$ cat src/pkg/gacp_pkg.sv
// constants, types and helpers shared by the command handler
package gacp_pkg;
    // bus command bytes, sent with attention true
    localparam logic [7:0] CMD_GTL = 8'h01;
    localparam logic [7:0] CMD_SDC = 8'h04;
    localparam logic [7:0] CMD_GET = 8'h08;
    localparam logic [7:0] CMD_LLO = 8'h11;
    localparam logic [7:0] CMD_DCL = 8'h14;
    localparam logic [7:0] CMD_UNL = 8'h3f;
    localparam logic [2:0] LAG_TAG = 3'h1;
    // command letters and characters
    localparam logic [7:0] LET_DISP = 8'h44;
    localparam logic [7:0] LET_PROG = 8'h50;
    localparam logic [7:0] LET_TRIG = 8'h54;
    localparam logic [7:0] LET_DWELL = 8'h57;
    localparam logic [7:0] LET_LOC = 8'h42;
    localparam logic [7:0] LET_EXEC = 8'h58;
    localparam logic [7:0] CHR_A = 8'h41;
    localparam logic [7:0] CHR_Z = 8'h5a;
    localparam logic [7:0] CHR_0 = 8'h30;
    localparam logic [7:0] CHR_9 = 8'h39;
    localparam int DEC_BASE = 10;
    // widths and limits
    localparam int DWELL_W = 16;
    localparam int LOC_W = 8;
    localparam logic [DWELL_W-1:0] DISP_MAX = 16'h0004;
    localparam logic [DWELL_W-1:0] PROG_MAX = 16'h0002;
    localparam logic [DWELL_W-1:0] TRIG_MAX = 16'h0007;
    localparam logic [DWELL_W-1:0] LOC_MAX = 16'h00ff;
    // modes and reset values
    localparam logic [1:0] PROG_CYCLE = 2'h1;
    localparam logic [1:0] PROG_CONT = 2'h2;
    localparam logic [2:0] TRIG_START_GET = 3'h2;
    localparam logic [2:0] TRIG_STOP_GET = 3'h3;
    localparam logic [2:0] DISP_DEF = 3'h0;
    localparam logic [1:0] PROG_DEF = 2'h0;
    localparam logic [2:0] TRIG_DEF = 3'h6;
    localparam logic [DWELL_W-1:0] DWELL_DEF = 16'h0000;
    localparam logic [LOC_W-1:0] LOC_FIRST = 8'h01;
    // status word layout
    localparam int STAT_W = 16;
    localparam int ST_DISP_LSB = 0;
    localparam int ST_PROG_LSB = 3;
    localparam int ST_TRIG_LSB = 5;
    localparam int ST_RUN_BIT = 8;
    localparam int ST_REM_BIT = 9;
    localparam int ST_LLO_BIT = 10;
    localparam int ST_ERR_BIT = 11;

    typedef enum logic [1:0] {PS_LETTER = 2'b01, PS_PARAM = 2'b10} gacp_pstate_t;

    typedef struct packed {
        logic err;
        logic d_v;
        logic [2:0] d;
        logic p_v;
        logic [1:0] p;
        logic t_v;
        logic [2:0] t;
        logic w_v;
        logic [DWELL_W-1:0] w;
        logic b_v;
        logic [LOC_W-1:0] b;
    } gacp_pend_t;

    function automatic logic is_upper(input logic [7:0] c);
        return c >= CHR_A && c <= CHR_Z;
    endfunction

    function automatic logic is_digit(input logic [7:0] c);
        return c >= CHR_0 && c <= CHR_9;
    endfunction
endpackage

$ cat src/pkg/gacp_strm_if.sv
// byte stream carrier between the command buffer and the parser
`timescale 1ns/1ns
`default_nettype none
interface gacp_strm_if #(parameter int W = 8);
    logic valid;
    logic ready;
    logic [W-1:0] data;
    modport src (output valid, output data, input ready);
    modport snk (input valid, input data, output ready);
endinterface
`default_nettype wire

$ cat src/design/gacp_fifo.sv
// command text buffer fifo
`timescale 1ns/1ns
`default_nettype none
module gacp_fifo #(
    parameter int W = 8,
    parameter int DEPTH = 8
) (
    // clock and reset
    input wire logic mclk,
    input wire logic rst_n,
    input wire logic flush,
    // fill side
    input wire logic in_valid,
    output logic in_ready,
    input wire logic [W-1:0] in_data,
    // drain side
    gacp_strm_if.src out
);
    localparam int AW = $clog2(DEPTH);
    localparam logic [AW:0] FULL_CNT = (AW+1)'(DEPTH);
    logic [W-1:0] mem [DEPTH];
    logic [AW-1:0] wp_r, wp_nxt, rp_r, rp_nxt;
    logic [AW:0] cnt_r, cnt_nxt;
    logic push, pop;

    assign in_ready = cnt_r != FULL_CNT;
    assign out.valid = cnt_r != '0;
    assign out.data = mem[rp_r];
    assign push = in_valid && in_ready;
    assign pop = out.valid && out.ready;

    function automatic logic [AW-1:0] bump(input logic [AW-1:0] p);
        return (p == AW'(DEPTH - 1)) ? '0 : AW'(p + 1'b1);
    endfunction

    always_comb begin
        wp_nxt = push ? bump(wp_r) : wp_r;
        rp_nxt = pop ? bump(rp_r) : rp_r;
        cnt_nxt = cnt_r + (AW+1)'(push) - (AW+1)'(pop);
        // a flush drops half-typed text along with the device state
        if (flush) begin
            wp_nxt = '0;
            rp_nxt = '0;
            cnt_nxt = '0;
        end
    end

    always_ff @(posedge mclk or negedge rst_n) begin
        if (!rst_n) begin
            wp_r <= '0;
            rp_r <= '0;
            cnt_r <= '0;
        end else begin
            wp_r <= wp_nxt;
            rp_r <= rp_nxt;
            cnt_r <= cnt_nxt;
        end
    end

    always_ff @(posedge mclk) begin
        if (push && !flush) begin
            mem[wp_r] <= in_data;
        end
    end
endmodule
`default_nettype wire

$ cat src/design/gacp_remote.sv
// remote, local and lockout tracking
`timescale 1ns/1ns
`default_nettype none
module gacp_remote (
    // clock and reset
    input wire logic mclk,
    input wire logic rst_n,
    // events
    input wire logic ren,
    input wire logic listen_hit,
    input wire logic gtl_hit,
    input wire logic llo_hit,
    input wire logic local_key,
    // state
    output logic remote,
    output logic lockout
);
    logic rem_r, rem_nxt, llo_r, llo_nxt;

    always_comb begin
        rem_nxt = rem_r;
        llo_nxt = llo_r;
        if (!ren) begin
            rem_nxt = 1'b0;
            llo_nxt = 1'b0;
        end else begin
            if (gtl_hit || local_key) begin
                rem_nxt = 1'b0;
            end else if (listen_hit) begin
                rem_nxt = 1'b1;
            end
            if (llo_hit) begin
                llo_nxt = 1'b1;
            end
        end
    end

    always_ff @(posedge mclk or negedge rst_n) begin
        if (!rst_n) begin
            rem_r <= 1'b0;
            llo_r <= 1'b0;
        end else begin
            rem_r <= rem_nxt;
            llo_r <= llo_nxt;
        end
    end

    assign remote = rem_r;
    assign lockout = llo_r;
endmodule
`default_nettype wire

$ cat src/design/gacp_top.sv
// addressed bus command handler and device command string parser
`timescale 1ns/1ns
`default_nettype none
module gacp_top #(
    parameter int FIFO_DEPTH = 8
) (
    // clock and reset
    input wire logic mclk,
    input wire logic rst_n,
    // bus bytes after the handshake
    input wire logic bus_valid,
    input wire logic bus_atn,
    input wire logic [7:0] bus_data,
    output logic bus_ready,
    // configuration
    input wire logic [4:0] my_addr,
    input wire logic ren,
    // front panel
    input wire logic local_key,
    input wire logic panel_req,
    output logic panel_grant,
    // indicators
    output logic remote_led,
    output logic lockout,
    output logic running_led,
    // settings and status
    output logic [2:0] disp_mode,
    output logic [1:0] prog_mode,
    output logic [2:0] trig_mode,
    output logic [gacp_pkg::DWELL_W-1:0] dwell_time,
    output logic [gacp_pkg::LOC_W-1:0] buf_ptr,
    output logic [gacp_pkg::LOC_W-1:0] disp_ptr,
    output logic mem_clear,
    output logic [gacp_pkg::STAT_W-1:0] status_word
);
    localparam int DW = gacp_pkg::DWELL_W;
    localparam int LW = gacp_pkg::LOC_W;

    logic cmd_take, listen_hit, unl_hit, sdc_cmd, dcl_cmd, get_cmd;
    logic gtl_cmd, llo_cmd, clr, gtl_hit;
    logic listen_r, listen_nxt;
    logic fifo_in_valid, fifo_in_ready, take;

    assign cmd_take = bus_valid && bus_atn;
    assign listen_hit = cmd_take && bus_data[7:5] == gacp_pkg::LAG_TAG && bus_data[4:0] == my_addr;
    assign unl_hit = cmd_take && bus_data == gacp_pkg::CMD_UNL;
    assign sdc_cmd = cmd_take && bus_data == gacp_pkg::CMD_SDC;
    assign dcl_cmd = cmd_take && bus_data == gacp_pkg::CMD_DCL;
    assign get_cmd = cmd_take && bus_data == gacp_pkg::CMD_GET;
    assign gtl_cmd = cmd_take && bus_data == gacp_pkg::CMD_GTL;
    assign llo_cmd = cmd_take && bus_data == gacp_pkg::CMD_LLO;
    // addressed commands only count once we were made listener
    assign clr = dcl_cmd || (sdc_cmd && listen_r);
    assign gtl_hit = gtl_cmd && listen_r;

    always_comb begin
        listen_nxt = listen_r;
        if (unl_hit) begin
            listen_nxt = 1'b0;
        end else if (listen_hit) begin
            listen_nxt = 1'b1;
        end
    end

    always_ff @(posedge mclk or negedge rst_n) begin
        if (!rst_n) begin
            listen_r <= 1'b0;
        end else begin
            listen_r <= listen_nxt;
        end
    end

    gacp_remote u_remote (
        .mclk(mclk),
        .rst_n(rst_n),
        .ren(ren),
        .listen_hit(listen_hit),
        .gtl_hit(gtl_hit),
        .llo_hit(llo_cmd),
        .local_key(local_key),
        .remote(remote_led),
        .lockout(lockout)
    );
    // lockout outlives go-to-local until remote enable drops
    assign panel_grant = panel_req && !lockout;

    gacp_strm_if #(.W(8)) cbuf ();
    assign fifo_in_valid = bus_valid && !bus_atn && listen_r;
    // unaddressed data is swallowed; the bus only waits on us while we listen and the fifo is full
    assign bus_ready = bus_atn || !listen_r || fifo_in_ready;

    gacp_fifo #(.W(8), .DEPTH(FIFO_DEPTH)) u_fifo (
        .mclk(mclk),
        .rst_n(rst_n),
        .flush(clr),
        .in_valid(fifo_in_valid),
        .in_ready(fifo_in_ready),
        .in_data(bus_data),
        .out(cbuf.src)
    );

    // parser
    gacp_pkg::gacp_pstate_t ps_r, ps_nxt;
    logic [7:0] let_r, let_nxt;
    logic [DW-1:0] num_r, num_nxt;
    logic dig_r, dig_nxt, exec_r, exec_nxt;
    gacp_pkg::gacp_pend_t pd_r, pd_nxt;

    // execution takes one cycle, so the buffer is held off meanwhile
    assign cbuf.ready = !exec_r;
    assign take = cbuf.valid && cbuf.ready;

    function automatic gacp_pkg::gacp_pend_t commit(input gacp_pkg::gacp_pend_t p, input logic [7:0] l,
                                                    input logic [DW-1:0] n, input logic d);
        gacp_pkg::gacp_pend_t c;
        c = p;
        if (!d) begin
            c.err = 1'b1;
        end else begin
            case (l)
                gacp_pkg::LET_DISP: begin
                    c.err = c.err || n > gacp_pkg::DISP_MAX;
                    c.d_v = 1'b1;
                    c.d = n[2:0];
                end
                gacp_pkg::LET_PROG: begin
                    c.err = c.err || n > gacp_pkg::PROG_MAX;
                    c.p_v = 1'b1;
                    c.p = n[1:0];
                end
                gacp_pkg::LET_TRIG: begin
                    c.err = c.err || n > gacp_pkg::TRIG_MAX;
                    c.t_v = 1'b1;
                    c.t = n[2:0];
                end
                gacp_pkg::LET_DWELL: begin
                    c.w_v = 1'b1;
                    c.w = n;
                end
                gacp_pkg::LET_LOC: begin
                    c.err = c.err || n == '0 || n > gacp_pkg::LOC_MAX;
                    c.b_v = 1'b1;
                    c.b = n[LW-1:0];
                end
                default: c.err = 1'b1;
            endcase
        end
        return c;
    endfunction

    always_comb begin
        ps_nxt = ps_r;
        let_nxt = let_r;
        num_nxt = num_r;
        dig_nxt = dig_r;
        pd_nxt = pd_r;
        exec_nxt = 1'b0;
        if (clr) begin
            ps_nxt = gacp_pkg::PS_LETTER;
            num_nxt = '0;
            dig_nxt = 1'b0;
            pd_nxt = '0;
        end else if (exec_r) begin
            pd_nxt = '0;
        end else if (take) begin
            if (gacp_pkg::is_upper(cbuf.data)) begin
                if (ps_r == gacp_pkg::PS_PARAM) begin
                    pd_nxt = commit(pd_r, let_r, num_r, dig_r);
                end
                if (cbuf.data == gacp_pkg::LET_EXEC) begin
                    exec_nxt = 1'b1;
                    ps_nxt = gacp_pkg::PS_LETTER;
                end else begin
                    ps_nxt = gacp_pkg::PS_PARAM;
                    let_nxt = cbuf.data;
                    num_nxt = '0;
                    dig_nxt = 1'b0;
                end
            end else if (ps_r == gacp_pkg::PS_PARAM && gacp_pkg::is_digit(cbuf.data)) begin
                num_nxt = DW'(num_r * gacp_pkg::DEC_BASE + DW'(cbuf.data - gacp_pkg::CHR_0));
                dig_nxt = 1'b1;
            end
        end
    end

    always_ff @(posedge mclk or negedge rst_n) begin
        if (!rst_n) begin
            ps_r <= gacp_pkg::PS_LETTER;
            let_r <= 8'h00;
            num_r <= '0;
            dig_r <= 1'b0;
            exec_r <= 1'b0;
            pd_r <= '0;
        end else begin
            ps_r <= ps_nxt;
            let_r <= let_nxt;
            num_r <= num_nxt;
            dig_r <= dig_nxt;
            exec_r <= exec_nxt;
            pd_r <= pd_nxt;
        end
    end

    // operating modes
    logic [2:0] disp_r, disp_nxt, trig_r, trig_nxt;
    logic [1:0] prog_r, prog_nxt;
    logic [DW-1:0] dwell_r, dwell_nxt;
    logic [LW-1:0] bptr_r, bptr_nxt, dptr_r, dptr_nxt;
    logic run_r, run_nxt, err_r, err_nxt, mclr_r, mclr_nxt;

    always_comb begin
        disp_nxt = disp_r;
        prog_nxt = prog_r;
        trig_nxt = trig_r;
        dwell_nxt = dwell_r;
        bptr_nxt = bptr_r;
        dptr_nxt = dptr_r;
        run_nxt = run_r;
        err_nxt = err_r;
        mclr_nxt = 1'b0;
        if (clr) begin
            disp_nxt = gacp_pkg::DISP_DEF;
            prog_nxt = gacp_pkg::PROG_DEF;
            trig_nxt = gacp_pkg::TRIG_DEF;
            dwell_nxt = gacp_pkg::DWELL_DEF;
            run_nxt = 1'b0;
            bptr_nxt = gacp_pkg::LOC_FIRST;
            dptr_nxt = gacp_pkg::LOC_FIRST;
            mclr_nxt = 1'b1;
            // an error reported in the same cycle survives the clear
            err_nxt = exec_r && pd_r.err;
        end else begin
            if (exec_r) begin
                if (pd_r.err) begin
                    err_nxt = 1'b1;
                end else begin
                    err_nxt = 1'b0;
                    // display, then program mode, then trigger, dwell, location
                    if (pd_r.d_v) begin
                        disp_nxt = pd_r.d;
                    end
                    if (pd_r.p_v) begin
                        prog_nxt = pd_r.p;
                    end
                    if (pd_r.t_v) begin
                        trig_nxt = pd_r.t;
                    end
                    if (pd_r.w_v) begin
                        dwell_nxt = pd_r.w;
                    end
                    if (pd_r.b_v) begin
                        bptr_nxt = pd_r.b;
                        dptr_nxt = pd_r.b;
                    end
                end
            end
            // group trigger needs no addressing
            if (get_cmd) begin
                if (trig_r == gacp_pkg::TRIG_START_GET) begin
                    run_nxt = 1'b1;
                end else if (trig_r == gacp_pkg::TRIG_STOP_GET) begin
                    run_nxt = 1'b0;
                end
                // any other trigger mode keeps run_r as it is
            end
        end
    end

    always_ff @(posedge mclk or negedge rst_n) begin
        if (!rst_n) begin
            disp_r <= gacp_pkg::DISP_DEF;
            prog_r <= gacp_pkg::PROG_DEF;
            trig_r <= gacp_pkg::TRIG_DEF;
            dwell_r <= gacp_pkg::DWELL_DEF;
            bptr_r <= gacp_pkg::LOC_FIRST;
            dptr_r <= gacp_pkg::LOC_FIRST;
            run_r <= 1'b0;
            err_r <= 1'b0;
            mclr_r <= 1'b0;
        end else begin
            disp_r <= disp_nxt;
            prog_r <= prog_nxt;
            trig_r <= trig_nxt;
            dwell_r <= dwell_nxt;
            bptr_r <= bptr_nxt;
            dptr_r <= dptr_nxt;
            run_r <= run_nxt;
            err_r <= err_nxt;
            mclr_r <= mclr_nxt;
        end
    end

    assign disp_mode = disp_r;
    assign prog_mode = prog_r;
    assign trig_mode = trig_r;
    assign dwell_time = dwell_r;
    assign buf_ptr = bptr_r;
    assign disp_ptr = dptr_r;
    assign mem_clear = mclr_r;
    assign running_led = run_r;

    always_comb begin
        status_word = '0;
        status_word[gacp_pkg::ST_DISP_LSB +: 3] = disp_r;
        status_word[gacp_pkg::ST_PROG_LSB +: 2] = prog_r;
        status_word[gacp_pkg::ST_TRIG_LSB +: 3] = trig_r;
        status_word[gacp_pkg::ST_RUN_BIT] = run_r;
        status_word[gacp_pkg::ST_REM_BIT] = remote_led;
        status_word[gacp_pkg::ST_LLO_BIT] = lockout;
        status_word[gacp_pkg::ST_ERR_BIT] = err_r;
    end
endmodule
`default_nettype wire

$ cat config.mk
export PLATFORM = sky130hd
export DESIGN_NAME = gacp_top
export DESIGN_NICKNAME = d
export VERILOG_FILES = /design/src/pkg/gacp_pkg.sv /design/src/pkg/gacp_strm_if.sv /design/src/design/gacp_fifo.sv /design/src/design/gacp_remote.sv /design/src/design/gacp_top.sv
export SDC_FILE = /design/constraint.sdc
export NUM_CORES = 1
export LEC_CHECK = 0
export ABC_AREA = 1
export BUFFER_PORTS_ARGS = -buffer_cell sky130_fd_sc_hd__buf_4
export CAP_MARGIN = 20
export CORE_ASPECT_RATIO = 2
export CORE_UTILIZATION = 55
export DETAILED_ROUTE_END_ITERATION = 7
export PLACE_DENSITY = 0.86
export SETUP_SLACK_MARGIN = 0.4
export SLEW_MARGIN = 15
export SYNTH_ARGS = -nofsm -noshare
export SYNTH_HDL_FRONTEND = slang
export SYNTH_HIERARCHICAL = 1
export SYNTH_SLANG_ARGS = --single-unit
$ cat constraint.sdc
create_clock -name mclk -period 2.9 [get_ports mclk]
set_input_delay 0.435 -clock mclk [delete_from_list [all_inputs] [get_ports mclk]]
set_output_delay 0.435 -clock mclk [all_outputs]
set_load 0.005 [all_outputs]
==> reports/results.txt, run 1 <==
Congestion Overflow GR - 0
CP Max Fanout - 6
M2 GR Usage - 72.8%
#FFs+latches synth - 178
Final WL - 48.9 mm
Synth cell types - 46
Fin nets - 1498
Simple-gate area share of the yosys netlist - 27.7%
HPWL Detailed - 20.4 mm
Placed cell area - 11500 um^2
M1 GR Usage - 41.8%
Area fraction in compound gates after synthesis - 5.71%
Run status - finished with violations
Pre-antenna DRT Iters - 8
Leak - 6.96 nW
Mapped cell area - 9990 um^2
Failing checks - design-rule violations, negative setup slack
Pwr dens - 1170 nW/um^2
Num CTS Buffers - 17
Multiplexer share of the synthesized area - 0.100%
Crit path kind - reg2reg
Final GP Congestion - 0.984
Logic pwr share - 66.4%
Max-slew headroom - 23.9%
First-pass GRT wire length - 60.2 mm
Final Max Tran Viols - 0
Vias per cell - 6.96
Initial antenna violation count - 3
F_max - 303 MHz
Clock-pin slew on the worst setup and hold paths - 0.08 ns
Post-synthesis sequential area ratio - 47.8%
Unrepaired setup endpoints after global routing - yes
Final Cycle Share - 114%
Ports - 82
Hold Violations, Final - 0
Rows - 69
P_int - 0.00885 W
Hold crit path type - in2reg
Initial Util - 56.2%
Syn Inst Count - 1197
Min Clock Period, post-route - 3.30 ns
Worst setup SP type - flop
Xor-xnor portion of the synthesized cell area - 2.02%
Vias in the first global route - 11.0k
Worst Skew - 0.0220 ns
Clock Root Buffer - clkbuf_16
DRT antenna net count - 0
Reg power frac - 18.9%
Met3 Resource Use GR - 13.1%
Sw power - 0.00808 W
Area Overhead vs Synth - 44.2%
Area share of fa/ha/maj cells after synthesis - 6.99%
Critical Path RT - 3.26 ns
Busiest grt layer - met2
Drt wl/cell - 29.6 um
Clock sinks - 178
Avg Cell Area, Syn - 8.35 um^2
Final Cell Area - 14400 um^2
Worst-Skew Late Latency - 0.49 ns
Port bufs - 77
GRT Util Overall - 43.3%
Setup crit end kind - flop
CTS Buffer Depth - 2
Least-Margin Pin Slew - 1.13 ns
Clock Power Share - 14.8%
Layout cells sized above 1 - 43.5%
CP Data Arrival Time - 3.66 ns
Die area - 18700 um^2
# DRC - 2
Largest net degree at the start of global routing - 51
CTS tree - yes
Core Region - 17800 um^2
Sw Ratio - 47.7%
Worst vdd ir - 0.000883 V
Iteration-0 DRC count of the detailed router - 1618
Ys Warns - 6
Via count - 11.5k
Die X - 97.3 um
Filler cells - 807
Max-cap violations - 0
Die height - 193 um
H-tree levels - 4
Final setup fails - 65
Power Total - 0.0169 W
Final worst slack - -0.399 ns
Largest family of logic cells by synthesized area - simple AND/OR/NAND/NOR gates
## critical path: stages (launching register included)
cell and delay, ns:
dfrtp_2 0.50, buf_12 0.16, inv_8 0.07, buf_6 0.14, buf_6 0.13, nand2_2 0.05
nand3_1 0.10, nand2_1 0.08, nand2_1 0.09, nand2_2 0.10, buf_6 0.18, nor2_2 0.15
nand2_1 0.22, nand2_1 0.15, nand2_2 0.09, nand3_4 0.13, buf_6 0.16, nor2_4 0.05
nand2_4 0.13, nand3_4 0.23, nand2_2 0.18, nand2_1 0.07
## worst paths after layout
path | slack [ns] | depth (start not counted) | start | to
setup reg to reg | -0.40 | 21 | u_fifo/rp_r[0]$_DFFE_PN0P_ | num_r[11]$_DFFE_PN0P_
hold / removal | 0.21 | 2 | ren | u_remote/lockout$_DFFE_PN0P_
hold reg to reg | 0.49 | 2 | pd_r[23]$_DFFE_PN0P_ | pd_r[23]$_DFFE_PN0P_
max in group asynchronous | 1.46 | 4 | rst_n | u_fifo/rp_r[1]$_DFFE_PN0P_
min in group asynchronous | 0.50 | 2 | rst_n | disp_ptr[6]$_DFFE_PN0P_
setup / recovery | -0.40 | 21 | u_fifo/rp_r[0]$_DFFE_PN0P_ | num_r[11]$_DFFE_PN0P_
## power by group through the flow
stage	combinational, W	sequential, W	clock [W]
floorplan	0.00376	0.00307	0
global placement	0.00608	0.00311	0
detailed placement	0.00627	0.00312	0
CTS	0.00849	0.00310	0.00235
global route	0.0116	0.00319	0.00258
finish	0.0112	0.00320	0.00250
## routing by layer
layer | up-vias | part of all wire [%]
li1 | 4319 | -
met1 | 5163 | 27
met2 | 1373 | 44
met3 | 636 | 15
met4 | 0 | 13
met5 | - | 0
## logic make-up after synthesis
kind of cell | count (synthesis)
AO/OA/AOI/OAI | 102
flip-flops | 178
XOR/XNOR | 23
multiplexers | 1
AND/OR/NAND/NOR | 635
buffers and inverters | 203
adder cells (fa/ha/maj) | 54
other | 1
## timing repair
item	4_1_cts	5_1_grt
endpoints found under the hold margin	40	0
pin swaps	104	52
endpoints found under the setup margin	65	69
resized for setup	285	142
setup buffers	44	16
gates cloned	8	0
hold buffers	1	0
## metrics by stage
stage	hold WS [ns]	TNS, ns	utilization (%)	setup slack [ns]	instances
6_report	0.207	-19.40	81.0	-0.399	1652
5_1_grt	0.193	-24.79	81.0	-0.511	1651
4_1_cts	0.204	-0.146	76.8	-0.0444	1634
3_5_place_dp	0.454	-0.940	64.8	-0.299	1549
3_3_place_gp	0.448	-0.740	64.8	-0.272	1549
2_1_floorplan	0.139	0	-	0.103	1200
## cell usage in the layout, fill, tap and decap left out, types with 4 or more instances in the layout
cell type	count
a21oi_1	42
a21oi_2	12
a21oi_4	8
buf_12	8
buf_4	199
buf_6	43
clkbuf_16	17
clkinv_8	4
conb_1	4
dfrtp_1	103
dfrtp_2	7
dfstp_2	4
edfxtp_1	64
ha_1	20
ha_4	28
inv_1	132
inv_2	8
inv_6	6
inv_8	4
nand2_1	229
nand2_2	109
nand2_4	34
nand3_1	94
nand3_2	36
nand3_4	14
nand3b_1	6
nand4_1	14
nor2_1	55
nor2_2	13
nor2_4	11
nor3_1	10
o21ai_0	4
o21ai_1	6
o21ai_2	18
xnor2_1	7
xor2_1	9
## cells in the mapped netlist, drive strengths merged
cell	number	area share [%]
nand2	372	14
inv	147	5.6
nand3	141	7.6
dfrtp	110	28
nor2	79	3.2
edfxtp	64	19
a21oi	62	3.3
ha	51	6.4
buf	48	3.7
o21ai	30	1.7
nand4	14	0.88
nor3	14	0.80
xor2	12	1.1
xnor2	11	0.96
clkbuf	7	0.26
nand3b	6	0.45
dfstp	4	1.1
nor4	4	0.25
or2	4	0.25
fa	3	0.60
o21bai	3	0.23
a31oi	2	0.13
o21a	2	0.15
a211oi	1	0.075
a21boi	1	0.075
a21o	1	0.075
and2	1	0.063
clkinv	1	0.050
conb	1	0.038
mux2i	1	0.10
## final cells by class
class / instances / area, um^2 / area share (%)
repair inverters: 1 / 11.3 / 0.0782
flip-flops and latches: 178 / 4790 / 33.2
clock buffers: 18 / 439 / 3.05
well taps: 213 / 267 / 1.85
diodes: 2 / 5.00 / 0.0347
multi-input cells: 822 / 5870 / 40.7
repair buffers: 256 / 2260 / 15.7
inverters: 148 / 606 / 4.20
clock inverters: 14 / 165 / 1.15
## sequential cells by signal, summed over array words and instances (netlist names), 2 cells and up
register	cells
trig_mode	3
u_fifo/mem	64
u_fifo/rp_r	3
disp_ptr	8
pd_r	38
u_fifo/cnt_r	4
ps_r	2
prog_mode	2
disp_mode	3
let_r	8
u_fifo/wp_r	3
dwell_time	16
num_r	16
No activity file was read; power rests on OpenSTA's default activity.
==> run 2, diff against run 1 <==
--- a/config.mk
+++ b/config.mk
@@ -6,12 +6,12 @@
 export NUM_CORES = 1
 export LEC_CHECK = 0
 export ABC_AREA = 1
-export BUFFER_PORTS_ARGS = -buffer_cell sky130_fd_sc_hd__buf_4
+export BUFFER_PORTS_ARGS = -buffer_cell sky130_fd_sc_hd__buf_2
 export CAP_MARGIN = 20
 export CORE_ASPECT_RATIO = 2
-export CORE_UTILIZATION = 55
+export CORE_UTILIZATION = 65
 export DETAILED_ROUTE_END_ITERATION = 7
-export PLACE_DENSITY = 0.86
+export PLACE_DENSITY = 0.95
 export SETUP_SLACK_MARGIN = 0.4
 export SLEW_MARGIN = 15
 export SYNTH_ARGS = -nofsm -noshare
==> constraint.sdc (replaced) <==
create_clock -name mclk -period 4.15 [get_ports mclk]
set_input_delay 0.6225 -clock mclk [delete_from_list [all_inputs] [get_ports mclk]]
set_output_delay 0.6225 -clock mclk [all_outputs]
set_load 0.005 [all_outputs]
==> run 2 against run 1 <==
  * The flow now finishes without violations
  * Sequential power is 31% lower
  * Critical path depth shrank 6
  * Register-to-register slack better by 1.1 ns
  * Global-route usage shrank 3.8 points
  * Clock-buffer cell count did not move
  * Fmax shrank 4.3%
  * Largest cell class is now flip-flops and latches
  * Largest power group unchanged
  * Highest routed layer unchanged
==> reports/results.txt, run 2 (synthesis gave the netlist of run 1 again) <==
Die X - 89.7 um (-7.9%)
Vias per cell - 6.08 (-13%)
Fin nets - 1328 (-11%)
Initial Util - 67.1% (+11 points)
Crit path kind - reg2reg
Port bufs - 77 (unchanged)
H-tree levels - 4 (unchanged)
F_max - 290 MHz (-4.3%)
Clock Root Buffer - clkbuf_16
Number of flip-flops in the largest register - 64 (unchanged)
RR Startpoint - num_r[5]$_DFFE_PN0P_
Ports - 82 (unchanged)
Congestion Overflow GR - 0 (unchanged)
CP Max Fanout - 6 (unchanged)
Clock-pin slew on the worst setup and hold paths - 0.07 ns (about the same)
CTS Hold Bufs - 0 (-1)
Min Clock Period, post-route - 3.45 ns (+0.149 ns)
Layout Utilization - 73.3% (-7.7 points)
Final Cycle Share - 83.1% (-31 points)
Cell count after placement - 1429 (-7.7%)
Post-CTS Setup Repair Bufs - 0 (-100%)
Top flop regs - u_fifo/mem: 64 flops, pd_r: 38 flops
Metal-1 WL - 9.13 mm (-31%)
Least-Margin Pin Slew - 0.895 ns (-0.235 ns)
Highest Signal Layer - met4
Hold crit path type - in2async
Max-cap violations - 0 (unchanged)
Most frequent cells in the layout - nand2_1 (362), inv_1 (141), nand3_1 (135), dfrtp_1 (109), buf_2 (76)
# DRC - 0 (-2)
Max-slew headroom - 40.1% (+16 points)
HPWL Detailed - 18.5 mm (-9.3%)
Worst-Skew Late Latency - 0.45 ns (-0.04 ns)
Pwr dens - 652 nW/um^2 (-45%)
Via count - 8892 (-23%)
Largest net degree at the start of global routing - 47 (-7.8%)
First-pass GRT wire length - 45.6 mm (-24%)
Setup Total Neg Slack - 0 ns (+19.40 ns)
DRT antenna net count - 0 (unchanged)
Core Region - 14900 um^2 (-16%)
Post_cts resized - 0 (-100%)
Final setup fails - 0 (-100%)
Worst setup SP type - flop
Worst Skew - 0.0111 ns (-0.0109 ns)
Drt wl/cell - 19.5 um (-34%)
Commonest non-fill, non-tap cell in the layout - nand2_1
Leak - 5.65 nW (-19%)
Setup crit end kind - flop
Biggest register - u_fifo/mem
Hold Violations, Final - 0 (unchanged)
Die area - 15900 um^2 (-15%)
Area Overhead vs Synth - 9.25%
Num CTS Buffers - 17 (unchanged)
Initial antenna violation count - 0 (-3)
Met2 wire len - 14.6 mm (-33%)
Final WL - 28.6 mm (-42%)
CTS Buffer Depth - 2 (unchanged)
Diode count - 0 (-2)
Die height - 177 um (-7.9%)
Vias in the first global route - 8950 (-18%)
Fin cells - 1462 (-12%)
Run status - complete, no violations
Final Max Tran Viols - 0 (unchanged)
Clock sinks - 178 (unchanged)
CP Launch Point - num_r[5]$_DFFE_PN0P_
Worst vdd ir - 0.000469 V (-47%)
Unrepaired setup endpoints after global routing - no
Layout cells sized above 1 - 13.4% (-30 points)
GRT Util Overall - 39.5% (-3.8 points)
Met3 wire length - 2.66 mm (-64%)
Pre-antenna DRT Iters - 8 (unchanged)
Final GP Congestion - 0.910 (-7.5%)
Critical Path RT - 4.48 ns (+1.22 ns)
Iteration-0 DRC count of the detailed router - 1219 (-25%)
CP Data Arrival Time - 3.78 ns (+0.12 ns)
Rows - 63 (-8.7%)
CTS tree - yes
==> run 2: cell count changes in the layout (fill, tap and decap cells not counted), moves of 19 or more <==
cell,previous run,this run
ha_4,28,0
nand2_1,229,362
buf_4,199,12
buf_2,0,76
buf_6,43,2
nor2_1,55,74
nand2_2,109,10
nand2_4,34,0
nand3_1,94,135
ha_1,20,51
nand3_2,36,3
==> run 2: stage by stage <==
step	power, W	area (um^2)	setup WS (ns)	hold slack (ns)
2_1_floorplan	0.00461	10000	1.02	0.327
3_3_place_gp	0.00523	10300	0.725	0.460
4_1_cts	0.00695	10900	0.495	0.195
6_report	0.00711	10900	0.702	0.166
3_5_place_dp	0.00537	10300	0.531	0.459
5_1_grt	0.00758	10900	0.402	0.206
==> run 2: cell type report <==
| cell class | instances | area (um^2) |
|---|---|---|
| Sequential cell | 178 | 4780 |
| Fill cell | 960 | 3980 |
| Clock inverter | 14 | 119 |
| Tap cell | 195 | 244 |
| Inverter | 148 | 568 |
| Clock buffer | 18 | 439 |
| Timing Repair Buffer | 90 | 493 |
| Multi-Input combinational cell | 819 | 4270 |
==> run 2: worst paths after layout <==
path / endpoint / slack (ns) / cells after the start
max: num_r[14]$_DFFE_PN0P_ / 0.70 / 15
max in group asynchronous: u_fifo/rp_r[0]$_DFFE_PN0P_ / 3.07 / 2
min: disp_ptr[3]$_DFFE_PN0P_ / 0.17 / 1
max reg2reg: num_r[14]$_DFFE_PN0P_ / 0.70 / 15
min reg2reg: pd_r[21]$_DFFE_PN0P_ / 0.48 / 2
min in group mclk: u_remote/remote$_DFFE_PN0P_ / 0.43 / 3
==> run 2: metal layers <==
layer / up-vias / GRT usage, %
met3: 194 / 15.5
met2: 643 / 64.1
met5: - / 0
met4: 0 / 28.1
li1: 3956 / -
met1: 4099 / 40.2
==> run 2: critical path, stage by stage (launching register included) <==
cell and delay [ns]:
dfrtp_1 0.57, ha_1 0.31, ha_1 0.37, a21oi_1 0.18, nand2_1 0.14, a21oi_1 0.24
nor2_1 0.07, nor2_1 0.14, xor2_1 0.16, ha_1 0.31, a21oi_1 0.25, o21ai_0 0.13
a21oi_1 0.17, nand3b_1 0.11, nand3_1 0.11, nand2_1 0.06
==> run 2: report_power, final <==
group | internal, W | leakage, nW | switching (W)
logic | 0.00107 | 3.34 | 0.00229
clock network | 0.000799 | 0.277 | 0.000732
registers | 0.00199 | 2.03 | 0.000226
